## config.mk

```make
export PLATFORM = sky130hd
export DESIGN_NAME = esv_regs
export DESIGN_NICKNAME = d
export VERILOG_FILES = /design/src/core/esv_pkg.sv /design/src/core/esv_sel_if.sv /design/src/core/esv_pend_sel.sv /design/src/core/esv_regs.sv
export SDC_FILE = /design/constraint.sdc
export NUM_CORES = 1
export LEC_CHECK = 0
export BUFFER_PORTS_ARGS = -buffer_cell sky130_fd_sc_hd__clkbuf_2
export CORE_UTILIZATION = 30
export DETAILED_ROUTE_END_ITERATION = 7
export PLACE_DENSITY_LB_ADDON = 0.1
export SKIP_LAST_GASP = 1
export SYNTH_ARGS = -nofsm -noshare
export SYNTH_HDL_FRONTEND = slang
export SYNTH_SLANG_ARGS = --single-unit
```

## constraint.sdc

```tcl
create_clock -name clock -period 43.7 [get_ports clock]
set_input_delay 6.555 -clock clock [delete_from_list [all_inputs] [get_ports clock]]
set_output_delay 6.555 -clock clock [all_outputs]
set_load 0.1 [all_outputs]
```

## src/core/esv_pkg.sv

```systemverilog
package esv_pkg;
   // register word addresses on the bus
   localparam logic [11:0] OFF_STATE = 12'h004;
   localparam logic [11:0] OFF_VBASE = 12'h008;
   localparam logic [11:0] OFF_APPCTL = 12'h00c;
   // interrupt_control_state field positions
   localparam int unsigned STAT_TICK_SET = 26;
   localparam int unsigned STAT_TICK_CLR = 25;
   localparam int unsigned STAT_DBG = 23;
   localparam int unsigned STAT_IRQ_PEND = 22;
   localparam int unsigned STAT_PEND_VEC_LSB = 12;
   localparam int unsigned STAT_RET_BASE = 11;
   // app_irq_reset_control field positions and key values
   localparam int unsigned APP_KEY_LSB = 16;
   localparam int unsigned APP_GRP_LSB = 8;
   localparam logic [15:0] KEY_WRITE = 16'h05fa;
   localparam logic [15:0] KEY_READ = 16'hfa05;
   localparam logic [2:0] PRI_GROUP_RESET = 3'h0;
   // vector_table_base layout and reset value
   localparam int unsigned VBASE_LSB = 7;
   localparam logic [31:0] VBASE_RESET = 32'h0000_0000;
   // exception numbers
   localparam logic [8:0] EXC_NONE = 9'h000;
   localparam logic [8:0] EXC_NMI = 9'h002;
   localparam logic [8:0] EXC_HARD = 9'h003;
   localparam int unsigned EXC_TICK = 15;
   localparam int unsigned EXC_FIRST_IRQ = 16;
   // bus answers
   localparam logic [1:0] RESP_OKAY = 2'h0;
   localparam logic [1:0] RESP_SLVERR = 2'h2;

   typedef enum logic {BANK_S = 1'b0, BANK_NS = 1'b1} esv_bank_t;
   typedef enum logic [1:0] {REG_NONE = 2'b00, REG_STATE = 2'b01, REG_VBASE = 2'b10,
      REG_APPCTL = 2'b11} esv_reg_t;
   typedef enum logic {WR_IDLE = 1'b0, WR_RESP = 1'b1} esv_wr_state_t;
endpackage : esv_pkg

```

## src/core/esv_sel_if.sv

```systemverilog
`timescale 1ns/1ps
interface esv_sel_if #(
   parameter int NUM_EXC = 48,
   parameter int PRIO_W = 3
);
   logic [NUM_EXC-1:0] pend;
   logic [NUM_EXC-1:0] en;
   logic [NUM_EXC*PRIO_W-1:0] prio;
   logic [PRIO_W-1:0] base_priority_mask;
   logic fault_mask_a;
   logic [8:0] vect;
   logic irqPend;

   modport sel (
      input pend,
      input en,
      input prio,
      input base_priority_mask,
      input fault_mask_a,
      output vect,
      output irqPend
   );
   modport req (
      output pend,
      output en,
      output prio,
      output base_priority_mask,
      output fault_mask_a,
      input vect,
      input irqPend
   );
endinterface : esv_sel_if

```

## src/core/esv_pend_sel.sv

```systemverilog
`timescale 1ns/1ps
module esv_pend_sel #(
   parameter int NUM_EXC = 48,
   parameter int PRIO_W = 3
) (
   // selection request and result
   esv_sel_if.sel sel
);
   import esv_pkg::*;

   logic [NUM_EXC-1:0] eligible;
   logic [8:0] best;
   logic [PRIO_W-1:0] bestPrio;
   logic found;

   // base priority and fault mask gate, general mask deliberately not seen here
   always_comb
   begin
      for (int i = 0; i < NUM_EXC; i++)
      begin
         if (sel.fault_mask_a)
            eligible[i] = sel.pend[i] && (i == 2 || i == 3);
         else
            eligible[i] = sel.pend[i] && sel.en[i] && i != 0 && (sel.base_priority_mask == '0 ||
               sel.prio[i*PRIO_W +: PRIO_W] < sel.base_priority_mask);
      end
   end

   // lowest priority value wins, ties go to the lower number; nmi and hard fault on top
   always_comb
   begin
      best = EXC_NONE;
      bestPrio = '0;
      found = 1'b0;
      for (int i = NUM_EXC - 1; i > 0; i--)
      begin
         if (eligible[i] && (!found || sel.prio[i*PRIO_W +: PRIO_W] <= bestPrio))
         begin
            best = 9'(i);
            bestPrio = sel.prio[i*PRIO_W +: PRIO_W];
            found = 1'b1;
         end
      end
      if (eligible[3])
         best = EXC_HARD;
      if (eligible[2])
         best = EXC_NMI;
   end

   assign sel.vect = best;
   assign sel.irqPend = |sel.pend[NUM_EXC-1:EXC_FIRST_IRQ];
endmodule : esv_pend_sel

```

## src/core/esv_regs.sv

```systemverilog
// Contract
// write 1 bit 26 pends tick; reads pending
// tick set-pending kept per security state
// write 1 bit 25 clears tick pending
// tick clear is write-only, shared
// bit 23 reads zero outside debug
// bit 22 flags any interrupt pending
// bits 20:12 give highest pending vector
// selection honours base and fault masks
// bit 11 set unless preempted actives remain
// bits 8:0 give active exception, thread zero
// active field mirrors status word low bits
// software never sets and clears together
// vector base holds table offset from zero
// offset field bits 31:7 give offset
// vector base bits 6:0 read zero
// software aligns offset to table size
// one vector base copy for both states
// reset control writes need key 0x5fa
// reset control banked bit by bit
// key field reads fixed status value
// reserved status bits read zero, ignore writes
//
// The implementer's own choices: the AXI4-Lite interface to the registers and the register offsets.
`timescale 1ns/1ps
module esv_regs #(
   parameter int NUM_EXC = 48,
   parameter int PRIO_W = 3
) (
   // clock and reset
   input wire logic clock,
   input wire logic arst_n,
   // axi4-lite write address
   input wire logic awvalid,
   output logic awready,
   input wire logic [11:0] awaddr,
   input wire logic [2:0] awprot,
   // axi4-lite write data
   input wire logic wvalid,
   output logic wready,
   input wire logic [31:0] wdata,
   input wire logic [3:0] wstrb,
   // axi4-lite write response
   output logic bvalid,
   input wire logic bready,
   output logic [1:0] bresp,
   // axi4-lite read address
   input wire logic arvalid,
   output logic arready,
   input wire logic [11:0] araddr,
   input wire logic [2:0] arprot,
   // axi4-lite read data
   output logic rvalid,
   input wire logic rready,
   output logic [31:0] rdata,
   output logic [1:0] rresp,
   // exception state from the core
   input wire logic [NUM_EXC-1:0] excPending,
   input wire logic [NUM_EXC-1:0] excEnabled,
   input wire logic [NUM_EXC*PRIO_W-1:0] excPrio,
   input wire logic [NUM_EXC-1:0] excActive,
   input wire logic [8:0] excStatusWord,
   input wire logic [PRIO_W-1:0] basePriorityMask,
   input wire logic faultMaskA,
   input wire logic [1:0] tickEvent,
   input wire logic [1:0] tickTaken,
   // debug view
   input wire logic debugHalted,
   input wire logic debugPendHint,
   // configuration to the core
   output logic [1:0] tickPending,
   output logic [31:0] vectorTableBase,
   output logic [2:0] priGroupSecure,
   output logic [2:0] priGroupNonSecure
);
   import esv_pkg::*;

   function automatic esv_reg_t decodeReg(input logic [11:0] addr);
      logic [11:0] word;
      word = {addr[11:2], 2'b00};
      if (word == OFF_STATE)
         return REG_STATE;
      else if (word == OFF_VBASE)
         return REG_VBASE;
      else if (word == OFF_APPCTL)
         return REG_APPCTL;
      else
         return REG_NONE;
   endfunction : decodeReg

   function automatic logic [31:0] strbMask(input logic [3:0] strb);
      return {{8{strb[3]}}, {8{strb[2]}}, {8{strb[1]}}, {8{strb[0]}}};
   endfunction : strbMask

   // bus holding registers
   esv_wr_state_t wrState_r;
   esv_wr_state_t wrState_nxt;
   logic awHeld_r;
   logic wHeld_r;
   logic [11:0] awAddr_r;
   esv_bank_t awBank_r;
   logic [31:0] wData_r;
   logic [3:0] wStrb_r;
   logic [1:0] bresp_r;
   logic rvalid_r;
   logic [31:0] rdata_r;
   logic [1:0] rresp_r;

   // architectural state
   logic [1:0] tickPend_r;
   logic [1:0] tickPend_nxt;
   logic [31:VBASE_LSB] tableOffset_r;
   logic [2:0] priGroup_r [2];

   // decode wires
   logic awTake;
   logic wTake;
   logic doWrite;
   esv_reg_t wrReg;
   logic [31:0] wrData;
   logic keyOk;
   logic wrStatus;
   logic wrVbase;
   logic wrAppctl;
   logic wrMapped;
   logic tickSetWr;
   logic tickClrWr;
   esv_reg_t rdReg;
   esv_bank_t rdBank;
   logic arTake;
   logic return_to_base_flag;
   logic debugBit;
   logic [31:0] statusView;
   logic [31:0] vbaseView;
   logic [31:0] appctlView;
   logic [31:0] readMux;
   logic rdMapped;
   logic [NUM_EXC-1:0] selPend;
   logic tickAny;

   esv_sel_if #(.NUM_EXC(NUM_EXC), .PRIO_W(PRIO_W)) selBus ();

   esv_pend_sel #(.NUM_EXC(NUM_EXC), .PRIO_W(PRIO_W)) u_sel (
      .sel(selBus.sel)
   );

   // the tick exception is pending to the selector while either bank holds it
   assign tickAny = |tickPend_r;
   always_comb
   begin
      selPend = excPending;
      selPend[EXC_TICK] = excPending[EXC_TICK] | tickAny;
   end

   assign selBus.pend = selPend;
   assign selBus.en = excEnabled;
   assign selBus.prio = excPrio;
   assign selBus.base_priority_mask = basePriorityMask;
   assign selBus.fault_mask_a = faultMaskA;

   // write channel: address and data may arrive in either order
   assign awready = !awHeld_r && wrState_r == WR_IDLE;
   assign wready = !wHeld_r && wrState_r == WR_IDLE;
   assign awTake = awvalid && awready;
   assign wTake = wvalid && wready;
   assign doWrite = awHeld_r && wHeld_r && wrState_r == WR_IDLE;
   assign wrReg = decodeReg(awAddr_r);
   assign wrData = wData_r & strbMask(wStrb_r);
   // strobes gate the key too, so a write without both key byte strobes never unlocks the register
   assign keyOk = wrData[31:APP_KEY_LSB] == KEY_WRITE;
   assign wrMapped = wrReg != REG_NONE;
   assign wrStatus = doWrite && wrReg == REG_STATE;
   assign wrVbase = doWrite && wrReg == REG_VBASE;
   assign wrAppctl = doWrite && wrReg == REG_APPCTL && keyOk;
   assign tickSetWr = wrStatus && wrData[STAT_TICK_SET];
   assign tickClrWr = wrStatus && wrData[STAT_TICK_CLR];

   always_comb
   begin
      wrState_nxt = wrState_r;
      case (wrState_r)
         WR_IDLE:
         begin
            if (doWrite)
               wrState_nxt = WR_RESP;
         end
         WR_RESP:
         begin
            if (bready)
               wrState_nxt = WR_IDLE;
         end
         default:
            wrState_nxt = WR_IDLE;
      endcase
   end

   always_ff @(posedge clock or negedge arst_n)
   begin
      if (!arst_n)
      begin
         wrState_r <= WR_IDLE;
         awHeld_r <= 1'b0;
         wHeld_r <= 1'b0;
         awAddr_r <= '0;
         awBank_r <= BANK_S;
         wData_r <= '0;
         wStrb_r <= '0;
         bresp_r <= RESP_OKAY;
      end
      else
      begin
         wrState_r <= wrState_nxt;
         if (awTake)
         begin
            awHeld_r <= 1'b1;
            awAddr_r <= awaddr;
            awBank_r <= esv_bank_t'(awprot[1]);
         end
         if (wTake)
         begin
            wHeld_r <= 1'b1;
            wData_r <= wdata;
            wStrb_r <= wstrb;
         end
         if (doWrite)
         begin
            awHeld_r <= 1'b0;
            wHeld_r <= 1'b0;
            bresp_r <= wrMapped ? RESP_OKAY : RESP_SLVERR;
         end
      end
   end

   assign bvalid = wrState_r == WR_RESP;
   assign bresp = bresp_r;

   // tick pending: timer event wins over a clear in the same cycle
   always_comb
   begin
      tickPend_nxt = tickPend_r;
      for (int b = 0; b < 2; b++)
      begin
         if (tickClrWr || tickTaken[b])
            tickPend_nxt[b] = 1'b0;
         if (tickSetWr && awBank_r == esv_bank_t'(1'(b)))
            tickPend_nxt[b] = 1'b1;
         if (tickEvent[b])
            tickPend_nxt[b] = 1'b1;
      end
   end

   always_ff @(posedge clock or negedge arst_n)
   begin
      if (!arst_n)
         tickPend_r <= '0;
      else
         tickPend_r <= tickPend_nxt;
   end

   // one table base for both states; low bits are not stored at all
   always_ff @(posedge clock or negedge arst_n)
   begin
      if (!arst_n)
         tableOffset_r <= VBASE_RESET[31:VBASE_LSB];
      else if (wrVbase)
         tableOffset_r <= wrData[31:VBASE_LSB];
   end

   // grouping field banked per state, key field shared and never stored
   always_ff @(posedge clock or negedge arst_n)
   begin
      if (!arst_n)
      begin
         priGroup_r[0] <= PRI_GROUP_RESET;
         priGroup_r[1] <= PRI_GROUP_RESET;
      end
      else if (wrAppctl)
         priGroup_r[awBank_r] <= wrData[APP_GRP_LSB +: 3];
   end

   // read channel: one outstanding read, answered the cycle after it is taken
   assign arready = !rvalid_r;
   assign arTake = arvalid && arready;
   assign rdReg = decodeReg(araddr);
   assign rdBank = esv_bank_t'(arprot[1]);
   assign return_to_base_flag = (excActive & (excActive - 1'b1)) == '0;
   assign debugBit = debugHalted && debugPendHint;

   assign statusView = {
      5'h00,
      tickPend_r[rdBank],
      1'b0,
      1'b0,
      debugBit,
      selBus.irqPend,
      1'b0,
      selBus.vect,
      return_to_base_flag,
      2'h0,
      excStatusWord
   };
   assign vbaseView = {
      tableOffset_r,
      7'h00
   };
   assign appctlView = {
      KEY_READ,
      5'h00,
      priGroup_r[rdBank],
      8'h00
   };
   assign rdMapped = rdReg != REG_NONE;

   // read data is latched at acceptance, so a moving core view cannot tear a response
   assign readMux = (rdReg == REG_STATE) ? statusView :
                    (rdReg == REG_VBASE) ? vbaseView :
                    (rdReg == REG_APPCTL) ? appctlView : 32'h0000_0000;

   always_ff @(posedge clock or negedge arst_n)
   begin
      if (!arst_n)
      begin
         rvalid_r <= 1'b0;
         rdata_r <= '0;
         rresp_r <= RESP_OKAY;
      end
      else if (arTake)
      begin
         rvalid_r <= 1'b1;
         rdata_r <= readMux;
         rresp_r <= rdMapped ? RESP_OKAY : RESP_SLVERR;
      end
      else if (rready)
         rvalid_r <= 1'b0;
   end

   assign rvalid = rvalid_r;
   assign rdata = rdata_r;
   assign rresp = rresp_r;

   // outputs to the core
   assign tickPending = tickPend_r;
   assign vectorTableBase = vbaseView;
   assign priGroupSecure = priGroup_r[0];
   assign priGroupNonSecure = priGroup_r[1];
endmodule : esv_regs

```

---- Word-level counts from Yosys, hierarchy flattened ----
Cells that the tools add are included.
word-level totals
  input port bits ......................... 380
  word-level logic and storage cells ...... 668
  flip-flop bits (word level) ............. 122
  output and inout port bits .............. 81
cells by class
  equal/unequal tests ..................... 13
  reduce and logical (&&, ||, !) cells .... 312
  $lt $le $gt $ge ......................... 97
  muxes and demuxes ....................... 222
  bitwise logic cells ..................... 7
  $add $sub $neg .......................... 1
operator list
  cell                     number
  $mux W9                  48
  $logic_and A1 B1 Y1      157
  $mux W3                  50
  $lt A3 B3 Y1             47
  $le A3 B3 Y1             46
  $mux W1                  109
  $mux W32                 3
  $logic_or A1 B1 Y1       95
  $logic_not A1 Y1         49
  $and A48 B48 Y48         1
  $logic_not A48 Y1        1
  $sub A48 B1 Y48 const B  1
  $eq A10 B2 Y1 const B    4
  $and A32 B32 Y32         1
  $reduce_or A32 Y1        1
  $eq A10 B1 Y1 const B    2
  $eq A16 B11 Y1 const B   1
  $mux W2                  8
  $reduce_bool A2 Y1       5
  $eq A2 B2 Y1 const B     4
  $bwmux W6                1
  $mux W6                  1
  $reduce_bool A3 Y1       2
  $eq A2 B1 Y1 const B     2
  other kinds (10)         13

---- Longest topological paths before layout ----
Gate-level depths: netlist of the first run.
  depth in word-level cells ............... 192
  mapped depth ............................ 403
  depth with buffers taken out ............ 389

---- By module ----
Synthesis of the first run repeated with hierarchy kept, for this count alone.
second synthesis, totals
  cell total of the unflattened synthesis .. 2,003
  area, all modules ....................... 16,031.6 sq um
modules (own cells, without submodules)
  module        seq. area each (sq um)  cells an instance  area each (sq um)  instances
  esv_pend_sel  0.0                     1,515              10,830.4           1
  esv_regs      2,777.7                 488                5,201.2            1

---- Least setup slack after synthesis of the first run ----
No wires, ideal clock.
  path type ............................... input to register
  from .................................... input port basePriorityMask[1]
  to ...................................... register rdata_r[15] (netlist: rdata[15])
  cell stages on the path ................. 373
  data arrival time ....................... 68,728 ps
  buffers on the path ..................... 14
  setup slack ............................. -25,154 ps
  library setup time ...................... 126 ps
  data required time ...................... 43,574 ps
  path through ............................ inv_1 ha_1 a211oi_1 o21a_1 buf_4 nand2_1 ha_1 a21oi_1 a32oi_1 a21oi_1 a22oi_1 ha_1 nor2b_1 o21ai_0 a32oi_1 o21ai_1 a222oi_1 o21bai_1 [... 337 more ...] ha_1 nor2b_1 o21ai_0 nand2b_1 a31oi_1 inv_1 and3_1 a21oi_1 ha_1 inv_1 a21o_1 a21oi_1 a31oi_1 a21oi_1 nor3_1 and3_1 a221oi_1 nor2_1
on the way
  cells in the longest elaborated chain, start to end .. 192
  elaborated cells between the ends (all ways) .. 515
  those cells by class .................... 93 x order compare; 189 x mux; 233 x reduce/logical
RTL lines
  item                                              RTL line            source
  start: declaration                                esv_regs.sv:63      input wire logic [PRIO_W-1:0] basePriorityMask,
  $lt A3 B3 Y1 or $logic_not A3 Y1 (tied branches)  -
  $logic_or A1 B1 Y1                                esv_pend_sel.sv:24  eligible[i] = sel.pend[i] && sel.en[i] && i != 0 && (sel.base_priority_mask == '0 ||
  $logic_and A1 B1 Y1                               esv_pend_sel.sv:24
  $mux W1                                           esv_pend_sel.sv:21  if (sel.fault_mask_a)
  $mux W3 or $mux W1 (tied branches)                esv_pend_sel.sv:37  if (eligible[i] && (!found || sel.prio[i*PRIO_W +: PRIO_W] <= bestPrio))
  $le A3 B3 Y1 or $logic_not A1 Y1 (tied branches)  esv_pend_sel.sv:37
  $logic_or A1 B1 Y1                                esv_pend_sel.sv:37
  $logic_and A1 B1 Y1                               esv_pend_sel.sv:37
  [... 176 more ...]                                -
  $mux W3 or $mux W1 (tied branches)                esv_pend_sel.sv:37
  $le A3 B3 Y1 or $logic_not A1 Y1 (tied branches)  esv_pend_sel.sv:37
  $logic_or A1 B1 Y1                                esv_pend_sel.sv:37
  $logic_and A1 B1 Y1                               esv_pend_sel.sv:37
  $mux W9                                           esv_pend_sel.sv:37
  $mux W9                                           esv_pend_sel.sv:44  if (eligible[3])
  $mux W9 *                                         esv_pend_sel.sv:46  if (eligible[2])
  $mux W32 *                                        esv_regs.sv:315     assign readMux = (rdReg == REG_STATE) ? statusView :
  end signal: assignment                            esv_regs.sv:330     rdata_r <= readMux;
  end: declaration                                  esv_regs.sv:106     logic [31:0] rdata_r;
Mark *: on every way between the ends. The rest lies on a longest branch, timed or not.
A chain may end at the register's enable or synchronous reset.

---- Final worst setup path of the first run ----
  from .................................... input port basePriorityMask[2]
  to ...................................... register rdata_r[14] (netlist: rdata[14])
Same word-level chain as after synthesis.

==> impl_metrics.py, run 1 <==
metrics = {
    "logic_synthesis": {
        "yosysUniqueCellTypes": 103,
        "ys_ff_latch": 111,
        "yosysWarningCount": 0,
        "synth_seq_area_share_pct": 17.8,
        "syn_avg_cell_area_um2": 7.85,
        "ys.flop_type": "dfrtp_1",
        "synth_edf_count": 0,
        "synth_cells": 1986,
        "async_flop_share_pct": 100,
        "syn_area_um2": 15600,
    },
    "outcome": {
        "run_status": "finished, violations left",
        "violations": "negative setup slack",
    },
    "sta": {
        "fin_hold_ws_ns": 0.480,
        "worst_slack_ns": -21.90,
        "fin_tns_setup_ns": -130.82,
        "maxSlewHeadroom_pct": 20.2,
        "finalSetupViolCount": 6,
        "period_needed_ns": 65.60,
        "fmaxAchievable_mhz": 15.2,
        "worst_slew_pin_slew_ns": 1.18,
        "finalCritPeriodShare_pct": 150,
        "skew_ns": 0.0196,
        "slew_viol_final": 0,
        "final_hold_viol_count": 0,
        "rsz0062_at_grt": "true",
    },
    "worst_setup_path": {
        "path_max_fanout": 7,
        "critPathTopFamily": "compound AO/OA/AOI/OAI gates",
        "arrival_ns": 65.84,
        "path_class": "in2reg",
        "worstSetupEndpointType": "register",
        "rr_endpoint": "rdata[14]$_DFFE_PN0P_",
        "cp.required_ns": 43.95,
        "ff2ff_setup_slack_ns": 23.55,
        "r2r_cells": 120,
        "r2r_start": "tickPending[0]$_DFFE_PN0P_",
        "cpMostUsedCell": "buf_4",
        "critical_path_buf_inv_count": 65,
        "start_kind": "primary input",
        "critPathSlowestCell": "or3b_4",
        "max_stage_delay_ns": 0.40,
    },
    "drt": {
        "routed_via_density": 5.25,
        "first_iter_violations": 928,
        "drcViolationCount": 0,
        "wl_per_cell_um": 19.1,
        "wl_um": 70200,
        "first_pass_iters": 5,
        "vias": 19300,
        "drtAntennaViolNets": 0,
    },
    "global_routing": {
        "track_usage_pct": 25.2,
        "grt_pass1_wl_um": 106000,
        "grt_pass1_vias": 19300,
        "overflow": 0,
        "grt_max_degree": 67,
        "antenna_found_initial": 9,
    },
    "floorplanning": {
        "ioPinCount": 461,
        "die_y_um": 230,
        "start_util_pct": 30.4,
        "coreArea_um2": 51300,
        "die_w_um": 230,
        "die_area_um2": 52900,
        "num_rows": 83,
    },
    "min_path": {
        "hold_path_depth": 2,
        "worstHoldStart": "rdata[20]$_DFFE_PN0P_",
        "hold_path_class": "reg2reg",
        "hold_end": "rdata[20]$_DFFE_PN0P_",
    },
    "clock_tree": {
        "htreeDepth": 3,
        "root_buffer": "clkbuf_16",
        "ctsHoldBuffers": 0,
        "clockBufferDepth": 2,
        "tritoncts": "yes",
        "clk_pin_slew_worst_paths_ns": 0.08,
        "clk_latency_ns": 0.36,
        "cts_made_buffers": 9,
        "cts_sinks": 111,
    },
    "final_layout": {
        "design_area_um2": 25600,
        "syn_to_final_growth_pct": 64.1,
        "drive_above_1_share_pct": 50.5,
        "fin_util_pct": 49.9,
        "nets": 3608,
    },
    "place": {
        "place_area_um2": 22300,
        "place.gp.congestion": 0.913,
        "dp_hpwl_um": 54900,
        "io_buffers": 431,
    },
    "job": {
        "cap_violations": 0,
    },
    "power": {
        "p_per_area_nw_per_um2": 51.0,
        "leakage_nw": 12.4,
        "ir_drop_mv": 0.0500,
    },
}
-- per-stage QoR --
| step | power, mW | worst slack, ns | instances |
|---|---|---|---|
| final | 1.30 | -21.90 | 3685 |
| after global routing | 1.40 | -25.10 | 3683 |
| after CTS | 1.16 | -21.04 | 3621 |
| after detailed placement | 0.967 | -23.28 | 3484 |
| after global placement | 0.944 | -21.70 | 3484 |
| after floorplan | 0.650 | -20.46 | 1994 |
-- report_power, final --
group / switching, mW / leakage [nW] / total, mW / internal (mW)
combinational: 0.513 / 10.9 / 1.07 / 0.558
clock: 0.0427 / 0.147 / 0.0832 / 0.0405
sequential: 0.0226 / 1.42 / 0.149 / 0.127
total: 0.578 / 12.4 / 1.30 / 0.725
-- worst register-to-register path: cells and delay by family, from the launching register on --
family | cells | cell delay [ns]
compound gates | 58 | 8.61
simple gates | 30 | 4.72
fa+ha+maj | 13 | 3.37
buf+inv | 16 | 2.01
mux | 3 | 0.93
flops | 1 | 0.43
-- repair_timing --
item,CTS,global route
pin swaps,125,229
setup endpoints to repair,6,6
buffers inserted,121,62
gates resized for setup,112,201
-- cells in the mapped netlist, drive strengths merged, types with 7 or more instances --
| master | n | area (um^2) |
|---|---|---|
| a21boi | 22 | 165 |
| ha | 232 | 2900 |
| a211oi | 26 | 195 |
| o221ai | 7 | 73.8 |
| inv | 107 | 402 |
| mux2 | 58 | 653 |
| o31ai | 13 | 103 |
| o21a | 54 | 405 |
| nor2b | 39 | 244 |
| or4 | 14 | 120 |
| nand3 | 66 | 378 |
| a31oi | 43 | 312 |
| a32oi | 11 | 96.3 |
| a2111oi | 9 | 98.8 |
| and3 | 15 | 93.8 |
| mux2i | 13 | 130 |
| nor4 | 25 | 163 |
| nor2 | 142 | 541 |
| buf | 30 | 218 |
| o21ai | 213 | 1110 |
| or2 | 16 | 100 |
| o211a | 8 | 80.1 |
| o211ai | 21 | 168 |
| o32ai | 8 | 70.1 |
| dfrtp | 111 | 2780 |
| nand4b | 12 | 105 |
| nor3 | 37 | 224 |
| maj3 | 8 | 81.3 |
| or3 | 8 | 55.1 |
| o22ai | 18 | 113 |
| and2 | 16 | 100 |
| nand4 | 16 | 100 |
| a31o | 12 | 105 |
| a221oi | 11 | 109 |
| a21oi | 95 | 490 |
| nand2 | 229 | 867 |
| nand2b | 38 | 238 |
| a21o | 49 | 368 |
| clkbuf | 42 | 158 |
-- worst max path at each step --
| stage | startpoint | end | slack (ns) | depth (start not counted) |
|---|---|---|---|---|
| after global placement | basePriorityMask[1] | rdata[17]$_DFFE_PN0P_ | -21.70 | 365 |
| after floorplan | basePriorityMask[1] | rdata[15]$_DFFE_PN0P_ | -20.46 | 377 |
| after detailed placement | basePriorityMask[1] | rdata[17]$_DFFE_PN0P_ | -23.28 | 371 |
| after CTS | basePriorityMask[1] | rdata[17]$_DFFE_PN0P_ | -21.04 | 370 |
| final | basePriorityMask[2] | rdata[14]$_DFFE_PN0P_ | -21.90 | 383 |
| after global routing | basePriorityMask[1] | rdata[16]$_DFFE_PN0P_ | -25.10 | 375 |
-- placed cells by master (no fill, tap or decap), drive strengths merged, types with 14 or more instances in the layout --
master,instances
inv,109
nor4,25
o211ai,21
a21boi,22
a31oi,43
dfrtp,111
o22ai,18
nor2,142
clkbuf,437
or4,14
nand3,66
o21ai,213
a21o,49
ha,232
mux2,58
nor3,37
nand2,229
nand4,16
o21a,54
and2,16
a211oi,26
a21oi,95
and3,15
nand2b,38
or2,16
nor2b,39
buf,635
-- state kept, by name, indices dropped and copies added (netlist names) --
name               cells
rvalid                 1
rdata                 32
priGroupNonSecure      3
wHeld_r                1
tableOffset_r         25
tickPending            2
wStrb_r                4
wData_r               25
bresp                  1
bvalid                 1
awHeld_r               1
awBank_r               1
rresp                  1
priGroupSecure         3
awAddr_r              10
-- layout make-up --
cell class | instances | area, um^2
well taps | 680 | 851
clock buffers | 9 | 225
diodes | 4 | 10.0
repair buffers | 1063 | 7010
clock inverters | 7 | 70.1
inverters | 107 | 412
flip-flops and latches | 111 | 2780
multi-input cells | 1704 | 14200
fillers | 5039 | 25700
-- metal layers --
| layer | up-vias | part of all wire, % | track usage, % |
|---|---|---|---|
| met5 | - | 0.087 | 0 |
| met4 | 10 | 2.4 | 6.48 |
| met3 | 95 | 5.1 | 4.30 |
| met2 | 502 | 50 | 45.5 |
| met1 | 9243 | 43 | 30.6 |
| li1 | 9498 | - | - |
-- cell families after synthesis --
family,after synthesis,synth area share (%)
other,1,0.0241
multiplexers,71,5.02
flip-flops,111,17.8
AND/OR/NAND/NOR,701,23.0
buffers and inverters,179,4.98
AO/OA/AOI/OAI,683,30.1
adder cells (fa/ha/maj),240,19.1
Note: power is estimated with default switching activity, not from simulation.
==> run 2, diff against run 1 <==
- CELL_PAD_IN_SITES_DETAIL_PLACEMENT: not set -> 1
- CELL_PAD_IN_SITES_GLOBAL_PLACEMENT: not set -> 2
==> run 2 against run 1 <==
- the flow still finishes with violations (negative setup slack)
- cell count rose by 1.7%
- clock skew is 0.0078 ns lower
- routed wire length is 16% higher
- clock power is 2% lower
- flip-flop and latch count did not move
==> impl_metrics.py, run 2 (synthesis results as in run 1) <==
metrics = {
    "worst_setup_path": {
        "arrival_ns": 66.73,
        "worstSetupEndpointType": "register",
        "start_kind": "primary input",
        "crit_path_end": "rdata[17]$_DFFE_PN0P_",
        "critPathSlowestCell": "or3b_4",
        "crit_start": "excPrio[142]",
        "r2r_cells": 118,
        "r2r_start": "tickPending[1]$_DFFE_PN0P_",
        "cpMostUsedCell": "o21ai_2",
        "ff2ff_setup_slack_ns": 23.33,
        "path_max_fanout": 7,
        "cp.required_ns": 43.92,
        "max_stage_delay_ns": 0.43,
        "rr_endpoint": "rdata[17]$_DFFE_PN0P_",
        "path_class": "in2reg",
    },
    "global_routing": {
        "antenna_found_initial": 6,
        "grt_pass1_wl_um": 119000,
        "grt_pass1_vias": 21700,
        "grt_max_degree": 59,
        "track_usage_pct": 28.5,
        "overflow": 0,
    },
    "floorplanning": {
        "num_rows": 83,
        "coreArea_um2": 51300,
        "ioPinCount": 461,
        "die_area_um2": 52900,
        "die_w_um": 230,
        "die_y_um": 230,
        "start_util_pct": 30.4,
    },
    "final_layout": {
        "syn_to_final_growth_pct": 70.0,
        "final_common_cell": "buf_4",
        "largest_reg_flops": 32,
        "drive_above_1_share_pct": 53.3,
        "layout_common_cells": "buf_4 (671), clkbuf_2 (427), nand2_1 (213), ha_1 (168), o21ai_0 (125)",
        "design_area_um2": 26500,
        "final_cells": 3746,
        "fin_util_pct": 51.7,
        "nets": 3671,
    },
    "clock_tree": {
        "tritoncts": "yes",
        "root_buffer": "clkbuf_16",
        "clk_pin_slew_worst_paths_ns": 0.08,
        "htreeDepth": 3,
        "clk_latency_ns": 0.36,
        "cts_sinks": 111,
        "cts_made_buffers": 9,
        "clockBufferDepth": 2,
        "ctsHoldBuffers": 0,
    },
    "outcome": {
        "violations": "negative setup slack",
        "run_status": "finished, violations left",
    },
    "power": {
        "p_int_mw": 0.825,
        "p_comb_share_pct": 84.3,
        "ir_drop_mv": 0.0410,
        "swShare_pct": 44.3,
        "leakage_nw": 12.8,
        "p_seq_share_pct": 10.2,
        "p_sw_mw": 0.656,
        "total_power_mw": 1.48,
        "p_per_area_nw_per_um2": 55.9,
        "clkPwrFrac_pct": 5.5,
    },
    "place": {
        "place_area_um2": 22200,
        "dp_hpwl_um": 60500,
        "pre_cts_slack_ns": -24.59,
        "place.gp.congestion": 0.898,
        "dp_cells": 3472,
        "io_buffers": 431,
    },
    "drt": {
        "routed_via_density": 5.43,
        "drcViolationCount": 0,
        "vias": 20400,
        "wl_um": 81300,
        "drtAntennaViolNets": 0,
        "wl_per_cell_um": 21.7,
        "first_iter_violations": 924,
        "first_pass_iters": 5,
    },
    "sta": {
        "final_hold_viol_count": 0,
        "fin_tns_setup_ns": -136.49,
        "fin_hold_ws_ns": 0.489,
        "period_needed_ns": 66.51,
        "slew_viol_final": 0,
        "finalCritPeriodShare_pct": 152,
        "skew_ns": 0.0118,
        "fmaxAchievable_mhz": 15.0,
        "maxSlewHeadroom_pct": 19.0,
        "rsz0062_at_grt": "true",
        "finalSetupViolCount": 6,
        "worst_slew_pin_slew_ns": 1.20,
        "worst_slack_ns": -22.81,
    },
    "job": {
        "cap_violations": 0,
    },
    "min_path": {
        "hold_path_class": "reg2reg",
    },
}
[run 2: changes by cell type in the layout (fill, tap and decap cells not counted), sizes merged]
cell    change
diode       -2
clkinv      -2
buf        +64
clkbuf      +1
[run 2: how the worst min path moves through the flow]
| stage | start | endpoint | slack (ns) | depth (start not counted) |
|---|---|---|---|---|
| 5_1_grt | rdata[16]$_DFFE_PN0P_ | rdata[16]$_DFFE_PN0P_ | 0.52 | 1 |
| 3_3_place_gp | rdata[19]$_DFFE_PN0P_ | rdata[19]$_DFFE_PN0P_ | 0.45 | 2 |
| 2_1_floorplan | wHeld_r$_DFFE_PN0P_ | wHeld_r$_DFFE_PN0P_ | 0.47 | 1 |
| 3_5_place_dp | rdata[9]$_DFFE_PN0P_ | rdata[9]$_DFFE_PN0P_ | 0.47 | 2 |
| 4_1_cts | rdata[29]$_DFFE_PN0P_ | rdata[29]$_DFFE_PN0P_ | 0.49 | 2 |
| 6_report | rdata[3]$_DFFE_PN0P_ | rdata[3]$_DFFE_PN0P_ | 0.49 | 2 |
[run 2: area by class of cell]
cell class,count,area [um^2]
diodes,2,5.00
clock buffers,11,233
clock inverters,5,48.8
fillers,6243,24800
inverters,107,409
multi-input cells,1704,14700
flip-flops and latches,111,2780
well taps,680,851
repair buffers,1126,7490
[run 2: metal layers]
layer / up-vias / track usage, % / routed length [um]
li1: 9622 / - / -
met1: 9984 / 33.8 / 33100
met2: 559 / 51.1 / 40800
met3: 181 / 4.58 / 4050
met4: 10 / 10.5 / 3240
met5: - / 0 / 68
[run 2: what timing repair did]
action	4_1_cts	5_1_grt
pin swaps	201	265
gates cloned	0	0
hold endpoints to repair	0	0
buffers inserted	183	78
resized for setup	210	201
setup endpoints to repair	6	6
[run 2: worst max-delay path, delay by kind of cell]
kind / cells / cell delay [ns]
mux: 11 / 3.28
buf+inv: 29 / 3.76
simple gates: 79 / 9.96
fa+ha+maj: 47 / 11.52
compound gates: 206 / 31.58
[run 2: power groups by stage]
stage,Sequential [mW],Combinational (mW),Clock [mW]
final,0.151,1.25,0.0814
after global routing,0.154,1.34,0.0871
after CTS,0.151,1.05,0.0833
after detailed placement,0.153,0.823,0
after global placement,0.151,0.785,0
after floorplan,0.169,0.480,0
==> run 3, diff against run 2 <==
- clock period: 43.7 -> 67.1 ns (I/O delays scaled with it)
==> run 3 against run 2 <==
- the flow still finishes with violations (negative setup slack)
- power is 38% lower
- setup slack better by 20 ns
- routed wire length down 3.3%
- core utilization down 2.3 points
- worst hold slack got worse by 0.0054 ns
==> impl_metrics.py, run 3 (synthesis results as in run 1) <==
metrics = {
    "drt": {
        "dr_wl_met3_um": 3560,
        "m1WireLength_um": 33000,
        "vias": 19600,
        "wl_um": 78600,
        "routed_via_density": 5.41,
        "drcViolationCount": 0,
        "first_iter_violations": 961,
        "drtAntennaViolNets": 0,
        "wl_per_cell_um": 21.7,
        "first_pass_iters": 6,
        "highest_layer": "met5",
        "met2_wirelength_um": 40000,
    },
    "global_routing": {
        "grt_pass1_wl_um": 118000,
        "grt_max_degree": 80,
        "overflow": 0,
        "antenna_found_initial": 5,
        "track_usage_pct": 28.2,
        "grt_pass1_vias": 21200,
    },
    "power": {
        "p_seq_share_pct": 10.5,
        "swShare_pct": 44.5,
        "p_int_mw": 0.513,
        "p_comb_share_pct": 83.6,
        "p_per_area_nw_per_um2": 36.6,
        "leakage_nw": 12.1,
        "clkPwrFrac_pct": 5.8,
        "ir_drop_mv": 0.0329,
        "p_sw_mw": 0.412,
        "total_power_mw": 0.925,
    },
    "job": {
        "cap_violations": 0,
    },
    "worst_setup_path": {
        "worstSetupEndpointType": "register",
        "crit_start": "basePriorityMask[1]",
        "r2r_start": "tickPending[0]$_DFFE_PN0P_",
        "r2r_cells": 122,
        "max_stage_delay_ns": 0.49,
        "crit_path_end": "rdata[14]$_DFFE_PN0P_",
        "path_max_fanout": 8,
        "start_kind": "primary input",
        "rr_endpoint": "rdata[14]$_DFFE_PN0P_",
        "cp.required_ns": 67.34,
        "critPathSlowestCell": "a222oi_1",
        "arrival_ns": 70.63,
        "ff2ff_setup_slack_ns": 46.78,
        "path_class": "in2reg",
        "cpMostUsedCell": "buf_4",
    },
    "floorplanning": {
        "start_util_pct": 30.4,
        "coreArea_um2": 51300,
        "num_rows": 83,
        "ioPinCount": 461,
        "die_area_um2": 52900,
        "die_w_um": 230,
        "die_y_um": 230,
    },
    "clock_tree": {
        "cts_sinks": 111,
        "cts_made_buffers": 9,
        "clk_latency_ns": 0.36,
        "ctsHoldBuffers": 0,
        "clockBufferDepth": 2,
        "tritoncts": "yes",
        "clk_pin_slew_worst_paths_ns": 0.08,
        "htreeDepth": 3,
        "root_buffer": "clkbuf_16",
    },
    "final_layout": {
        "drive_above_1_share_pct": 50.8,
        "multi_input_area_um2": 14500,
        "layout_common_cells": "buf_4 (545), clkbuf_2 (428), nand2_1 (211), ha_1 (178), o21ai_0 (122)",
        "largest_reg_flops": 32,
        "design_area_um2": 25300,
        "seq_area_um2": 2780,
        "final_common_cell": "buf_4",
        "nets": 3541,
        "fill_cells": 6208,
        "syn_to_final_growth_pct": 62.3,
    },
    "sta": {
        "maxSlewHeadroom_pct": 24.0,
        "skew_ns": 0.0150,
        "worst_slack_ns": -3.29,
        "period_needed_ns": 70.39,
        "final_hold_viol_count": 0,
        "rsz0062_at_grt": "true",
        "fmaxAchievable_mhz": 14.2,
        "slew_viol_final": 0,
        "finalSetupViolCount": 6,
        "finalCritPeriodShare_pct": 105,
        "worst_slew_pin_slew_ns": 1.13,
    },
    "outcome": {
        "violations": "negative setup slack",
        "run_status": "finished, violations left",
    },
    "place": {
        "dp_hpwl_um": 59100,
        "place.gp.congestion": 0.867,
        "io_buffers": 431,
        "place_area_um2": 21300,
    },
    "min_path": {
        "hold_path_class": "reg2reg",
    },
}
## run 3: changes by cell type in the layout (fill, tap and decap cells not counted), sizes merged
cell   before  now
buf       699  567
o32ai       8    9
## run 3: through the flow
stage	hold slack, ns	util [%]	std cells	worst slack, ns	setup TNS (ns)
2_1_floorplan	0.474	-	1994	-0.573	-2.52
3_3_place_gp	0.451	41.6	3359	-3.88	-22.51
3_5_place_dp	0.466	41.6	3359	-6.08	-35.78
4_1_cts	0.487	46.7	3556	-2.56	-14.96
5_1_grt	0.511	49.3	3614	-6.26	-37.02
6_report	0.484	49.3	3615	-3.29	-19.25
## run 3: metal layers
| layer | vias up | track usage (%) |
|---|---|---|
| met5 | - | 0 |
| met2 | 447 | 51.8 |
| li1 | 9349 | - |
| met3 | 118 | 4.70 |
| met4 | 6 | 7.72 |
| met1 | 9643 | 33.4 |
## run 3: worst min-delay path by stage
stage                               start                    end  slack, ns  cells after the start
finish              rdata[24]$_DFFE_PN0P_  rdata[24]$_DFFE_PN0P_       0.48                      2
global route        rdata[24]$_DFFE_PN0P_  rdata[24]$_DFFE_PN0P_       0.51                      2
CTS                 rdata[24]$_DFFE_PN0P_  rdata[24]$_DFFE_PN0P_       0.49                      2
detailed placement  rdata[19]$_DFFE_PN0P_  rdata[19]$_DFFE_PN0P_       0.47                      2
global placement    rdata[20]$_DFFE_PN0P_  rdata[20]$_DFFE_PN0P_       0.45                      2
floorplan             wHeld_r$_DFFE_PN0P_    wHeld_r$_DFFE_PN0P_       0.47                      1
## run 3: power groups by stage
stage                     combinational (mW)  sequential [mW]  clock [mW]
final                                  0.774           0.0975      0.0538
after global routing                   0.830           0.0998      0.0573
after CTS                              0.679           0.0977      0.0552
after detailed placement               0.530           0.0990           0
after global placement                 0.504           0.0983           0
after floorplan                        0.313            0.110           0
## run 3: critical path: cells and delay by family
kind | cells | cell delay (ns)
AO/OA/AOI/OAI | 197 | 30.01
buffers and inverters | 47 | 5.26
AND/OR/NAND/NOR | 79 | 10.97
adder cells (fa/ha/maj) | 45 | 11.43
multiplexers | 9 | 2.74
## run 3: area by class of cell
| type | instances | share of cell area [%] |
|---|---|---|
| Antenna cell | 2 | 0.0198 |
| Clock buffer | 10 | 0.944 |
| Clock inverter | 5 | 0.193 |
| Inverter | 107 | 1.63 |
| Multi-Input combinational cell | 1705 | 57.2 |
| Sequential cell | 111 | 11.0 |
| Tap cell | 680 | 3.36 |
| Timing Repair Buffer | 995 | 25.7 |
## run 3: timing repair
action	in CTS	in global routing
endpoints found under the setup margin	6	6
gates cloned	1	0
setup buffers	183	59
pin swaps	155	211
gates resized for setup	191	190
